### config.mk
export PLATFORM = sky130hd
export DESIGN_NAME = bgtt_ctrl_flat
export DESIGN_NICKNAME = d
export VERILOG_FILES = /design/src/bgtt_pkg.sv /design/src/bgtt_link_if.sv /design/src/bgtt_ctrl.sv /design/src/flat_wrapper.sv
export SDC_FILE = /design/constraint.sdc
export NUM_CORES = 1
export LEC_CHECK = 0
export BUFFER_PORTS_ARGS = -buffer_cell sky130_fd_sc_hd__buf_4
export CORE_UTILIZATION = 45
export DETAILED_ROUTE_END_ITERATION = 7
export SLEW_MARGIN = 40
export SYNTH_ARGS = -nofsm -noshare
export SYNTH_HDL_FRONTEND = slang
export SYNTH_SLANG_ARGS = --single-unit
### constraint.sdc
create_clock -name sys_clk -period 7.4 [get_ports sys_clk]
set_input_delay 1.85 -clock sys_clk [delete_from_list [all_inputs] [get_ports sys_clk]]
set_output_delay 1.85 -clock sys_clk [all_outputs]
set_load 0.01 [all_outputs]
### src/bgtt_pkg.sv
// shared constants, types and helpers for the bank-group turnaround timing link
package bgtt_pkg;
    // ************************************************************
    // clocks
    // ************************************************************
    localparam int SYS_PERIOD_PS = 4000;
    localparam int LINK_HALF_DIV = 3;
    localparam int LINK_PERIOD_PS = 2 * LINK_HALF_DIV * SYS_PERIOD_PS;

    // ************************************************************
    // geometry and link fields
    // ************************************************************
    localparam int BG_COUNT = 4;
    localparam int BG_W = 2;
    localparam int BA_W = 2;
    localparam int DATA_W = 8;
    localparam int GAP_W = 6;
    typedef logic [GAP_W-1:0] bgtt_gap_t;
    typedef enum logic [1:0] {
        CMD_NOP = 2'h0,
        CMD_ACT = 2'h1,
        CMD_RD = 2'h2,
        CMD_WR = 2'h3
    } bgtt_cmd_e;

    // burst-length field of mode_config_zero
    localparam logic [1:0] BURST_FIXED8 = 2'h0;
    localparam logic [1:0] BURST_OTF = 2'h1;
    localparam logic [1:0] BURST_CHOP4 = 2'h2;
    localparam logic [3:0] EIGHT_BEAT_BURST = 4'h8;
    localparam logic [3:0] FOUR_BEAT_CHOP = 4'h4;

    // ************************************************************
    // timing: clock minimum and time minimum of each gap
    // ************************************************************
    localparam int ACT_TO_ACT_SHORT_NCK = 4;
    localparam int ACT_TO_ACT_SHORT_PS = 5000;
    localparam int ACT_TO_ACT_LONG_NCK = 4;
    localparam int ACT_TO_ACT_LONG_PS = 6000;
    localparam int COL_TO_COL_SHORT_NCK = 4;
    localparam int COL_TO_COL_SHORT_PS = 0;
    localparam int COL_TO_COL_LONG_NCK = 4;
    localparam int COL_TO_COL_LONG_PS = 6250;
    localparam int WR_TO_RD_SHORT_NCK = 2;
    localparam int WR_TO_RD_SHORT_PS = 2500;
    localparam int WR_TO_RD_LONG_NCK = 4;
    localparam int WR_TO_RD_LONG_PS = 7500;
    localparam int CAS_READ_LATENCY = 11;
    localparam int CAS_WRITE_LATENCY = 9;
    localparam int WRITE_PREAMBLE_LEN = 1;
    // extended initial impedance calibration, in link clocks
    localparam int INITIAL_IMPEDANCE_CAL_NCK = 1024;

    // larger of clock count and time rounded up to link clocks
    function automatic bgtt_gap_t bgtt_gap(input int nck, input int ps);
        int fromTime;
        fromTime = (ps + LINK_PERIOD_PS - 1) / LINK_PERIOD_PS;
        return GAP_W'((nck > fromTime) ? nck : fromTime);
    endfunction

    localparam bgtt_gap_t ACT_TO_ACT_SHORT_GAP = bgtt_gap(ACT_TO_ACT_SHORT_NCK, ACT_TO_ACT_SHORT_PS);
    localparam bgtt_gap_t ACT_TO_ACT_LONG_GAP = bgtt_gap(ACT_TO_ACT_LONG_NCK, ACT_TO_ACT_LONG_PS);
    localparam bgtt_gap_t COL_TO_COL_SHORT_GAP = bgtt_gap(COL_TO_COL_SHORT_NCK, COL_TO_COL_SHORT_PS);
    localparam bgtt_gap_t COL_TO_COL_LONG_GAP = bgtt_gap(COL_TO_COL_LONG_NCK, COL_TO_COL_LONG_PS);
    localparam bgtt_gap_t WR_TO_RD_SHORT_GAP = bgtt_gap(WR_TO_RD_SHORT_NCK, WR_TO_RD_SHORT_PS);
    localparam bgtt_gap_t WR_TO_RD_LONG_GAP = bgtt_gap(WR_TO_RD_LONG_NCK, WR_TO_RD_LONG_PS);

    // read burst term: 8 for fixed 8 or on-the-fly with select high
    function automatic logic [3:0] bgtt_read_len(input logic [1:0] mode, input logic sel);
        return ((mode == BURST_FIXED8) || ((mode == BURST_OTF) && sel)) ? EIGHT_BEAT_BURST : FOUR_BEAT_CHOP;
    endfunction

    // write burst term: 4 only when chop is fixed by configuration
    function automatic logic [3:0] bgtt_write_len(input logic [1:0] mode);
        return (mode == BURST_CHOP4) ? FOUR_BEAT_CHOP : EIGHT_BEAT_BURST;
    endfunction

    function automatic bgtt_gap_t bgtt_dec(input bgtt_gap_t v);
        return (v == '0) ? '0 : bgtt_gap_t'(v - 1'b1);
    endfunction

    // ************************************************************
    // wishbone register map of the controller
    // ************************************************************
    localparam int WB_AW = 4;
    localparam logic [3:0] REG_CMD = 4'h0;
    localparam logic [3:0] REG_CFG = 4'h4;
    localparam logic [3:0] REG_STATUS = 4'h8;
    localparam logic [3:0] REG_RDATA = 4'hC;
    localparam int CMD_KIND_LSB = 0;
    localparam int CMD_BG_LSB = 2;
    localparam int CMD_BA_LSB = 4;
    localparam int CMD_SEL_BIT = 6;
    localparam int CMD_DATA_LSB = 8;
    localparam logic [1:0] CFG_RESET = 2'h0;
    localparam int STAT_CAL_DONE_BIT = 0;
    localparam int STAT_HOLD_BIT = 1;
    localparam int STAT_RSP_BIT = 2;
    localparam int STAT_INFLIGHT_LSB = 3;
    localparam int RDATA_VALID_BIT = 8;
endpackage

### src/bgtt_link_if.sv
// command/address and data link between controller and memory device
`timescale 1ns/1ps
interface bgtt_link_if;
    import bgtt_pkg::*;
    logic linkClk;
    bgtt_cmd_e cmd;
    logic [BG_W-1:0] bankGroupSelect;
    logic [BA_W-1:0] bank;
    logic burstSelectAddrBit;
    logic [DATA_W-1:0] wrData;
    logic [DATA_W-1:0] rdData;
    logic rdToggle;
    modport ctrl(
        output linkClk, cmd, bankGroupSelect, bank, burstSelectAddrBit, wrData,
        input rdData, rdToggle
    );
    modport dram(
        input linkClk, cmd, bankGroupSelect, bank, burstSelectAddrBit, wrData,
        output rdData, rdToggle
    );
endinterface

### src/bgtt_ctrl.sv
// memory controller end: wishbone registers, spacing timers and link driver
// Functional notes
// - activates to different groups need short gap
// - activates within one group need long gap
// - write then other-group read waits short delay
// - write then same-group read waits long delay
// - read-to-write spacing from latencies, burst, preamble
// - write-to-read spacing from latency, burst, delay
// - read term 8, or 4 when chopped
// - write term 4 only for fixed chop
// - extended calibration times precede command traffic
// - read strobe timing needs locked delay loop; reads still issue unlocked, the device only sets lockFault
// - eight beats: field 00, or 01 with select
// - column commands spaced short or long by group
// - gap is larger of clocks and time
`timescale 1ns/1ps
module bgtt_ctrl #(
    parameter int CAL_INIT_NCK = bgtt_pkg::INITIAL_IMPEDANCE_CAL_NCK
) (
    input wire logic sys_clk,
    input wire logic rst,
    input wire logic wb_cyc_i,
    input wire logic wb_stb_i,
    input wire logic wb_we_i,
    input wire logic [bgtt_pkg::WB_AW-1:0] wb_adr_i,
    input wire logic [3:0] wb_sel_i,
    input wire logic [31:0] wb_dat_i,
    output logic [31:0] wb_dat_o,
    output logic wb_ack_o,
    bgtt_link_if.ctrl lnk
);
    import bgtt_pkg::*;

    typedef enum logic [1:0] {
        ST_CAL = 2'b01,
        ST_RUN = 2'b10
    } bgtt_state_e;

    localparam int CAL_W = $clog2(CAL_INIT_NCK + 1);

    // ************************************************************
    // link clock divider
    // ************************************************************
    logic [2:0] divCnt_r;
    logic linkClk_r;
    wire divWrap = (divCnt_r == 3'(LINK_HALF_DIV - 1));
    // commands change on the falling link edge so they are stable at the rise
    wire fallTick = divWrap && linkClk_r;

    always_ff @(posedge sys_clk) begin
        if (rst) begin
            divCnt_r <= '0;
            linkClk_r <= 1'b0;
        end else begin
            divCnt_r <= divWrap ? 3'h0 : 3'(divCnt_r + 1'b1);
            if (divWrap) begin
                linkClk_r <= !linkClk_r;
            end
        end
    end
    assign lnk.linkClk = linkClk_r;

    // ************************************************************
    // calibration wait after reset
    // ************************************************************
    bgtt_state_e state_r;
    logic [CAL_W-1:0] calCnt_r;
    wire calEnd = fallTick && (calCnt_r == CAL_W'(CAL_INIT_NCK - 1));

    // no command leaves before the extended initial calibration has run
    always_ff @(posedge sys_clk) begin
        if (rst) begin
            state_r <= ST_CAL;
            calCnt_r <= '0;
        end else begin
            case (state_r)
                ST_CAL: begin
                    if (fallTick) begin
                        calCnt_r <= calCnt_r + 1'b1;
                    end
                    if (calEnd) begin
                        state_r <= ST_RUN;
                    end
                end
                ST_RUN: begin
                    state_r <= ST_RUN;
                end
                default: begin
                    state_r <= ST_CAL;
                end
            endcase
        end
    end

    // ************************************************************
    // wishbone slave
    // ************************************************************
    logic [1:0] cfgMode_r;
    logic holdValid_r;
    bgtt_cmd_e hKind_r;
    logic [BG_W-1:0] hBg_r;
    logic [BA_W-1:0] hBa_r;
    logic hSel_r;
    logic [DATA_W-1:0] hData_r;
    logic v0_r, v1_r;
    logic [DATA_W-1:0] d0_r, d1_r;
    logic [1:0] inflight_r;
    logic [31:0] rdMux;

    wire wbReq = wb_cyc_i && wb_stb_i && !wb_ack_o;
    wire selCmd = (wb_adr_i == REG_CMD);
    wire selCfg = (wb_adr_i == REG_CFG);
    wire selStat = (wb_adr_i == REG_STATUS);
    wire selRdata = (wb_adr_i == REG_RDATA);
    wire cmdWrite = wbReq && wb_we_i && selCmd && wb_sel_i[0] && wb_sel_i[1];
    // a command write waits in wait states while the hold slot is full
    wire wbTake = wbReq && !(cmdWrite && holdValid_r);
    wire loadHold = wbTake && cmdWrite;
    wire cfgWrite = wbTake && wb_we_i && selCfg && wb_sel_i[0];
    wire popRsp = wbTake && !wb_we_i && selRdata && v0_r;

    assign rdMux = selCfg ? {30'h0, cfgMode_r} :
                   selStat ? {27'h0, inflight_r, v0_r, holdValid_r, (state_r == ST_RUN)} :
                   selRdata ? {23'h0, v0_r, d0_r} : 32'h0;

    always_ff @(posedge sys_clk) begin
        if (rst) begin
            wb_ack_o <= 1'b0;
            wb_dat_o <= 32'h0;
            cfgMode_r <= CFG_RESET;
        end else begin
            wb_ack_o <= wbTake;
            wb_dat_o <= wbTake ? rdMux : 32'h0;
            if (cfgWrite) begin
                cfgMode_r <= wb_dat_i[1:0];
            end
        end
    end

    // ************************************************************
    // spacing checks against the running timers
    // ************************************************************
    bgtt_gap_t actAll_r, colAll_r, wrRdAll_r, rdWr_r;
    bgtt_gap_t actBg_r [BG_COUNT];
    bgtt_gap_t colBg_r [BG_COUNT];
    bgtt_gap_t wrRdBg_r [BG_COUNT];

    wire isAct = (hKind_r == CMD_ACT);
    wire isRd = (hKind_r == CMD_RD);
    wire isWr = (hKind_r == CMD_WR);
    wire [2:0] bufCount = 3'(v0_r) + 3'(v1_r);
    // reads are issued only while the buffer can take every answer
    wire rdRoom = (3'(inflight_r) + bufCount) < 3'h2;
    wire actOk = (actAll_r == '0) && (actBg_r[hBg_r] == '0);
    wire colOk = (colAll_r == '0) && (colBg_r[hBg_r] == '0);
    wire rdOk = colOk && (wrRdAll_r == '0) && (wrRdBg_r[hBg_r] == '0) && rdRoom;
    wire wrOk = colOk && (rdWr_r == '0);
    wire kindOk = (isAct && actOk) || (isRd && rdOk) || (isWr && wrOk) || (hKind_r == CMD_NOP);
    wire issue = fallTick && (state_r == ST_RUN) && holdValid_r && kindOk;

    // burst terms from the very command being issued
    wire [3:0] read_burst_len = bgtt_read_len(cfgMode_r, hSel_r);
    wire [3:0] write_burst_len = bgtt_write_len(cfgMode_r);
    // load values hold one less than the gap: the issuing edge is the first
    wire bgtt_gap_t gapRdWr = bgtt_gap_t'(CAS_READ_LATENCY - CAS_WRITE_LATENCY + WRITE_PREAMBLE_LEN)
                            + bgtt_gap_t'(read_burst_len[3:1]);
    wire bgtt_gap_t gapWrRdS = bgtt_gap_t'(CAS_WRITE_LATENCY - 1) + bgtt_gap_t'(write_burst_len[3:1])
                             + WR_TO_RD_SHORT_GAP;
    wire bgtt_gap_t gapWrRdL = bgtt_gap_t'(CAS_WRITE_LATENCY - 1) + bgtt_gap_t'(write_burst_len[3:1])
                             + WR_TO_RD_LONG_GAP;

    // ************************************************************
    // timers shared by every bank group
    // ************************************************************
    always_ff @(posedge sys_clk) begin
        if (rst) begin
            actAll_r <= '0;
            colAll_r <= '0;
            wrRdAll_r <= '0;
            rdWr_r <= '0;
        end else if (fallTick) begin
            actAll_r <= (issue && isAct) ? bgtt_gap_t'(ACT_TO_ACT_SHORT_GAP - 1) : bgtt_dec(actAll_r);
            colAll_r <= (issue && (isRd || isWr)) ? bgtt_gap_t'(COL_TO_COL_SHORT_GAP - 1)
                        : bgtt_dec(colAll_r);
            wrRdAll_r <= (issue && isWr) ? gapWrRdS : bgtt_dec(wrRdAll_r);
            rdWr_r <= (issue && isRd) ? gapRdWr : bgtt_dec(rdWr_r);
        end
    end

    // ************************************************************
    // timers kept per bank group
    // ************************************************************
    for (genvar g = 0; g < BG_COUNT; g++) begin : gBg
        wire hit = issue && (hBg_r == BG_W'(g));
        always_ff @(posedge sys_clk) begin
            if (rst) begin
                actBg_r[g] <= '0;
                colBg_r[g] <= '0;
                wrRdBg_r[g] <= '0;
            end else if (fallTick) begin
                actBg_r[g] <= (hit && isAct) ? bgtt_gap_t'(ACT_TO_ACT_LONG_GAP - 1)
                              : bgtt_dec(actBg_r[g]);
                colBg_r[g] <= (hit && (isRd || isWr)) ? bgtt_gap_t'(COL_TO_COL_LONG_GAP - 1)
                              : bgtt_dec(colBg_r[g]);
                wrRdBg_r[g] <= (hit && isWr) ? gapWrRdL : bgtt_dec(wrRdBg_r[g]);
            end
        end
    end

    // ************************************************************
    // hold slot and link command driver
    // ************************************************************
    always_ff @(posedge sys_clk) begin
        if (rst) begin
            holdValid_r <= 1'b0;
            hKind_r <= CMD_NOP;
            hBg_r <= '0;
            hBa_r <= '0;
            hSel_r <= 1'b0;
            hData_r <= '0;
            lnk.cmd <= CMD_NOP;
            lnk.bankGroupSelect <= '0;
            lnk.bank <= '0;
            lnk.burstSelectAddrBit <= 1'b0;
            lnk.wrData <= '0;
        end else begin
            if (loadHold) begin
                holdValid_r <= 1'b1;
                hKind_r <= bgtt_cmd_e'(wb_dat_i[CMD_KIND_LSB +: 2]);
                hBg_r <= wb_dat_i[CMD_BG_LSB +: BG_W];
                hBa_r <= wb_dat_i[CMD_BA_LSB +: BA_W];
                hSel_r <= wb_dat_i[CMD_SEL_BIT];
                hData_r <= wb_dat_i[CMD_DATA_LSB +: DATA_W];
            end else if (issue) begin
                holdValid_r <= 1'b0;
            end
            if (fallTick) begin
                lnk.cmd <= issue ? hKind_r : CMD_NOP;
            end
            if (issue) begin
                lnk.bankGroupSelect <= hBg_r;
                lnk.bank <= hBa_r;
                lnk.burstSelectAddrBit <= hSel_r;
                lnk.wrData <= hData_r;
            end
        end
    end

    // ************************************************************
    // read answer sync and two-entry buffer
    // ************************************************************
    logic tog1_r, tog2_r, tog3_r, tog4_r;
    logic [DATA_W-1:0] dat1_r, dat2_r;
    // the toggle is judged one stage later than the data, so the word is settled
    wire push = tog3_r ^ tog4_r;

    always_ff @(posedge sys_clk) begin
        tog1_r <= lnk.rdToggle;
        tog2_r <= tog1_r;
        tog3_r <= tog2_r;
        tog4_r <= tog3_r;
        dat1_r <= lnk.rdData;
        dat2_r <= dat1_r;
    end

    // slot 0 is the head seen by software; slot 1 catches a word during a stall
    always_ff @(posedge sys_clk) begin
        if (rst) begin
            v0_r <= 1'b0;
            v1_r <= 1'b0;
            d0_r <= '0;
            d1_r <= '0;
            inflight_r <= '0;
        end else begin
            inflight_r <= 2'(inflight_r + 2'(issue && isRd) - 2'(push));
            if (popRsp) begin
                v0_r <= v1_r || push;
                d0_r <= v1_r ? d1_r : dat2_r;
                v1_r <= v1_r && push;
                if (v1_r && push) begin
                    d1_r <= dat2_r;
                end
            end else if (push && !v0_r) begin
                v0_r <= 1'b1;
                d0_r <= dat2_r;
            end else if (push) begin
                v1_r <= 1'b1;
                d1_r <= dat2_r;
            end
        end
    end
endmodule

### src/flat_wrapper.sv
// flat-port wrapper written by rule: the top's interface ports become plain ports
module bgtt_ctrl_flat import bgtt_pkg::*;
#(
    parameter int CAL_INIT_NCK = bgtt_pkg::INITIAL_IMPEDANCE_CAL_NCK
)
  (sys_clk, rst, wb_cyc_i, wb_stb_i, wb_we_i, wb_adr_i, wb_sel_i, wb_dat_i, wb_dat_o, wb_ack_o, lnk_linkClk, lnk_cmd, lnk_bankGroupSelect, lnk_bank, lnk_burstSelectAddrBit, lnk_wrData, lnk_rdData, lnk_rdToggle);
  bgtt_link_if lnk_i ();
  input wire logic sys_clk;
  input wire logic rst;
  input wire logic wb_cyc_i;
  input wire logic wb_stb_i;
  input wire logic wb_we_i;
  input wire logic [bgtt_pkg::WB_AW-1:0] wb_adr_i;
  input wire logic [3:0] wb_sel_i;
  input wire logic [31:0] wb_dat_i;
  output logic [31:0] wb_dat_o;
  output logic wb_ack_o;
  output wire logic [$bits(lnk_i.linkClk)-1:0] lnk_linkClk;
  output wire logic [$bits(lnk_i.cmd)-1:0] lnk_cmd;
  output wire logic [$bits(lnk_i.bankGroupSelect)-1:0] lnk_bankGroupSelect;
  output wire logic [$bits(lnk_i.bank)-1:0] lnk_bank;
  output wire logic [$bits(lnk_i.burstSelectAddrBit)-1:0] lnk_burstSelectAddrBit;
  output wire logic [$bits(lnk_i.wrData)-1:0] lnk_wrData;
  input wire logic [$bits(lnk_i.rdData)-1:0] lnk_rdData;
  input wire logic [$bits(lnk_i.rdToggle)-1:0] lnk_rdToggle;
  assign lnk_linkClk = lnk_i.linkClk;
  assign lnk_cmd = lnk_i.cmd;
  assign lnk_bankGroupSelect = lnk_i.bankGroupSelect;
  assign lnk_bank = lnk_i.bank;
  assign lnk_burstSelectAddrBit = lnk_i.burstSelectAddrBit;
  assign lnk_wrData = lnk_i.wrData;
  assign lnk_i.rdData = lnk_rdData;
  assign lnk_i.rdToggle = lnk_rdToggle;
  bgtt_ctrl #(.CAL_INIT_NCK(CAL_INIT_NCK)) u_core (.sys_clk(sys_clk), .rst(rst), .wb_cyc_i(wb_cyc_i), .wb_stb_i(wb_stb_i), .wb_we_i(wb_we_i), .wb_adr_i(wb_adr_i), .wb_sel_i(wb_sel_i), .wb_dat_i(wb_dat_i), .wb_dat_o(wb_dat_o), .wb_ack_o(wb_ack_o), .lnk(lnk_i));
endmodule
==> flow_summary.toml <==
[outcome]
outcome = "finished, final reports clean"

[clock_tree]
cts_tree = "done"
cts.sinks = 198
cts_max_level = 4
path_clk_slew_ns = 0.08
cts_post_setup_buffers_inserted = 0
cts-root-buf = "clkbuf_16"
clock_latency_ns = 0.44
cts_resized = 0
clockBufferDepth = 2
cts.hold.buffers_added = 0
cts-buffers-inserted = 17

[grt]
grt_pass1_vias = 6304
grt_pass1_wl_mm = 31.03
grt_max_degree = 77
gr-total-overflow = 0
grt_usage_pct = 18.17
grt_antenna_before_repair = 0

[synth]
syn_inst = 976
ys_async_sr_fraction_pct = 0
synth_edf_count = 72
synth-seq-cells = 198
synth_cell_types = 61
avgSynthCellArea_um2 = 9.531
ys.flop_type = "dfxtp_1"
synth_seq_area_share_pct = 50.36
yosys_warnings = 0
syn_area_um2 = 9303

[worst_setup_path]
cp_num_buf_inv = 0
slowest_stage = "o21ai_0"
endpoint_kind = "flip-flop"
r2r_slack_ns = 3.63
crit_required_ns = 7.57
cp_num_cells = 8
crit_arrival_ns = 3.94
max_stage_delay_ns = 0.62
cp_common_cell = "o21ai_0"
path_cells = "ha_1 -> and2_1 -> fa_1 -> or4_1 -> o22ai_1 -> nand3_1 -> o21ai_0 -> o21ai_0"
criticalPathCategory = "reg2reg"
r2r_cells = 8
r2r-end = "u_core.wrRdBg_r[1][2]"
r2r_start = "u_core.v0_r"
start_kind = "flip-flop"
critPathLaunch = "u_core.v0_r"
path_max_fanout = 13
cp_top_family = "simple AND/OR/NAND/NOR gates"
cp-endpoint = "u_core.wrRdBg_r[1][2]"

[job]
maxCapViolCount = 0

[min_path]
hold_class = "reg2reg"

[timing]
hold_viol = 0
max_slew.worst_pin.slew_ns = 0.7715
period_share_pct = 50.97
setup_violations = 0
fmax_mhz = 265.1
period_minus_slack_ns = 3.772
setup_tns_ns = 0
slew_headroom_pct = 48.02
fin_worst_skew_ns = 0.009831
rsz0062_at_grt = "no"
slew_viol_final = 0

[power_and_ir_drop]
peakVddDrop_v = 0.0001540
p_leak_nw = 4.115
seqPwrFrac_pct = 51.1
power_frac_clock_pct = 41.1
swShare_pct = 26.10
share_comb_of_total_power_pct = 7.8
p_sw_w = 0.0006188
p_per_area_nw_per_um2 = 224.0
power.internal_w = 0.001752

[drt]
vias = 6749
drtAntennaViolNets = 0
routedWlPerCell_um = 14.08
routed_via_density = 5.125
wirelength_mm = 18.55
drt_iter0_drc = 398
drtPass1Iterations = 4
drc = 0

[floorplanning]
initial_core_util_pct = 45.97
die_area_um2 = 21250
coreArea_um2 = 20230
rows = 52
ios = 103
die_w_um = 145.8
die_y_um = 145.8

[final_layout]
fin_nets = 1126
fill_cells = 1892
final_area_um2 = 10590
syn_to_final_growth_pct = 13.80
diodes = 0
drive_above_1_share_pct = 11.46

[placement]
place.gp.congestion = 0.8005
place_area_um2 = 9951
dpl.hpwl_mm = 12.82
port_buffers = 60
sequential cells by signal, indices dropped and copies added, names as in the netlist, 8 cells and up, named ones only:
name and flops:
u_core.hData_r 8, u_core.wb_dat_o 9, u_core.d1_r 8, u_core.d0_r 8
u_core.colBg_r 24, u_core.lnk.wrData 8, u_core.actBg_r 24, u_core.wrRdBg_r 24
u_core.calCnt_r 11, u_core.dat2_r 8, u_core.dat1_r 8
kinds of logic after synthesis:
group,after synthesis,synth area share [%]
and+or+nand+nor,400,20.13
DFF,198,50.36
AOI/OAI and AO/OA,155,10.50
buffers and inverters,96,4.855
xor gates and xnor gates,51,4.802
adders and majority gates,38,5.192
muxes,37,4.116
other,1,0.04031
metrics by stage:
step | setup slack [ns] | cells | utilization, % | total power (W) | hold WS [ns]
final | 3.628 | 1317 | 52.32 | 0.002371 | 0.3311
after global routing | 3.374 | 1317 | 52.32 | 0.002477 | 0.3358
after detailed placement | 3.125 | 1285 | 49.18 | 0.001421 | 0.3135
after CTS | 3.605 | 1317 | 52.29 | 0.002404 | 0.3320
after floorplan | 2.831 | 998 | - | 0.001376 | 0.3096
after global placement | 3.145 | 1284 | 49.10 | 0.001417 | 0.3100
worst min path at each step:
stage / start / to / slack, ns / cells past startpoint
finish: u_core.dat1_r[2] / u_core.dat2_r[2] / 0.33 / 0
global route: u_core.dat1_r[1] / u_core.dat2_r[1] / 0.34 / 0
CTS: u_core.dat1_r[3] / u_core.dat2_r[3] / 0.33 / 0
detailed placement: u_core.dat1_r[3] / u_core.dat2_r[3] / 0.31 / 0
global placement: u_core.dat1_r[3] / u_core.dat2_r[3] / 0.31 / 0
floorplan: u_core.dat1_r[0] / u_core.dat2_r[0] / 0.31 / 0
synthesized netlist by cell type (6+ instances only):
master	instances	area, um^2
inv_1	46	172.7
nand3b_1	8	60.06
nand3_1	14	70.07
a211oi_1	8	60.06
nor3_1	38	190.2
or2_2	6	37.54
a21oi_1	46	230.2
xnor2_1	26	227.7
and3_1	11	68.82
dfxtp_1	126	2522
nand2_1	113	424.2
ha_1	37	462.9
nor2_1	134	503.0
clkbuf_1	24	90.09
nor2b_1	11	68.82
nand2b_1	10	62.56
and2_1	7	43.79
a22oi_1	7	52.55
buf_4	24	180.2
or3_1	18	112.6
mux2i_1	36	360.4
o22ai_1	12	75.07
xor2_1	25	219.0
o21ai_0	41	205.2
edfxtp_1	72	2162
nor4_1	7	43.79
cell usage in the layout (no fill, tap or decap), drive strengths merged, types with 37 or more instances in the layout:
cell type	count
nor2	135
dfxtp	126
nand2	113
edfxtp	72
buf	66
inv	55
o21ai	48
a21oi	46
nor3	38
ha	37
power groups by stage:
stage               sequential, W  combinational [W]  clock, W
global route              0.00122           0.000210   0.00105
detailed placement        0.00124           0.000186         0
floorplan                 0.00123           0.000149         0
finish                    0.00121           0.000186  0.000975
global placement          0.00123           0.000183         0
CTS                       0.00121           0.000188   0.00100
layer usage:
layer  vias up  global-route usage (%)  wire, um
li1       3466                       -         -
met1      3159                   24.61      9067
met2       109                   28.95      8573
met3        15                   3.668       633
met4         0                   6.105       274
met5         -                       0         0
layout make-up:
cell class              count  area [um^2]  area share, %
inverters                  47        176.4          1.666
clock inverters            15        205.2          1.938
multi-input cells         704         4258          40.22
well taps                 270        337.8          3.191
flip-flops and latches    198         4684          44.25
repair buffers             66        499.2          4.716
clock buffers              17        425.4          4.018
worst register-to-register path, cell delays in order (launching register included):
cell and delay, ns:
dfxtp_1 0.53, ha_1 0.29, and2_1 0.15, fa_1 0.43
or4_1 0.60, o22ai_1 0.26, nand3_1 0.44, o21ai_0 0.63
o21ai_0 0.18
(Power assumes the default switching activity.)
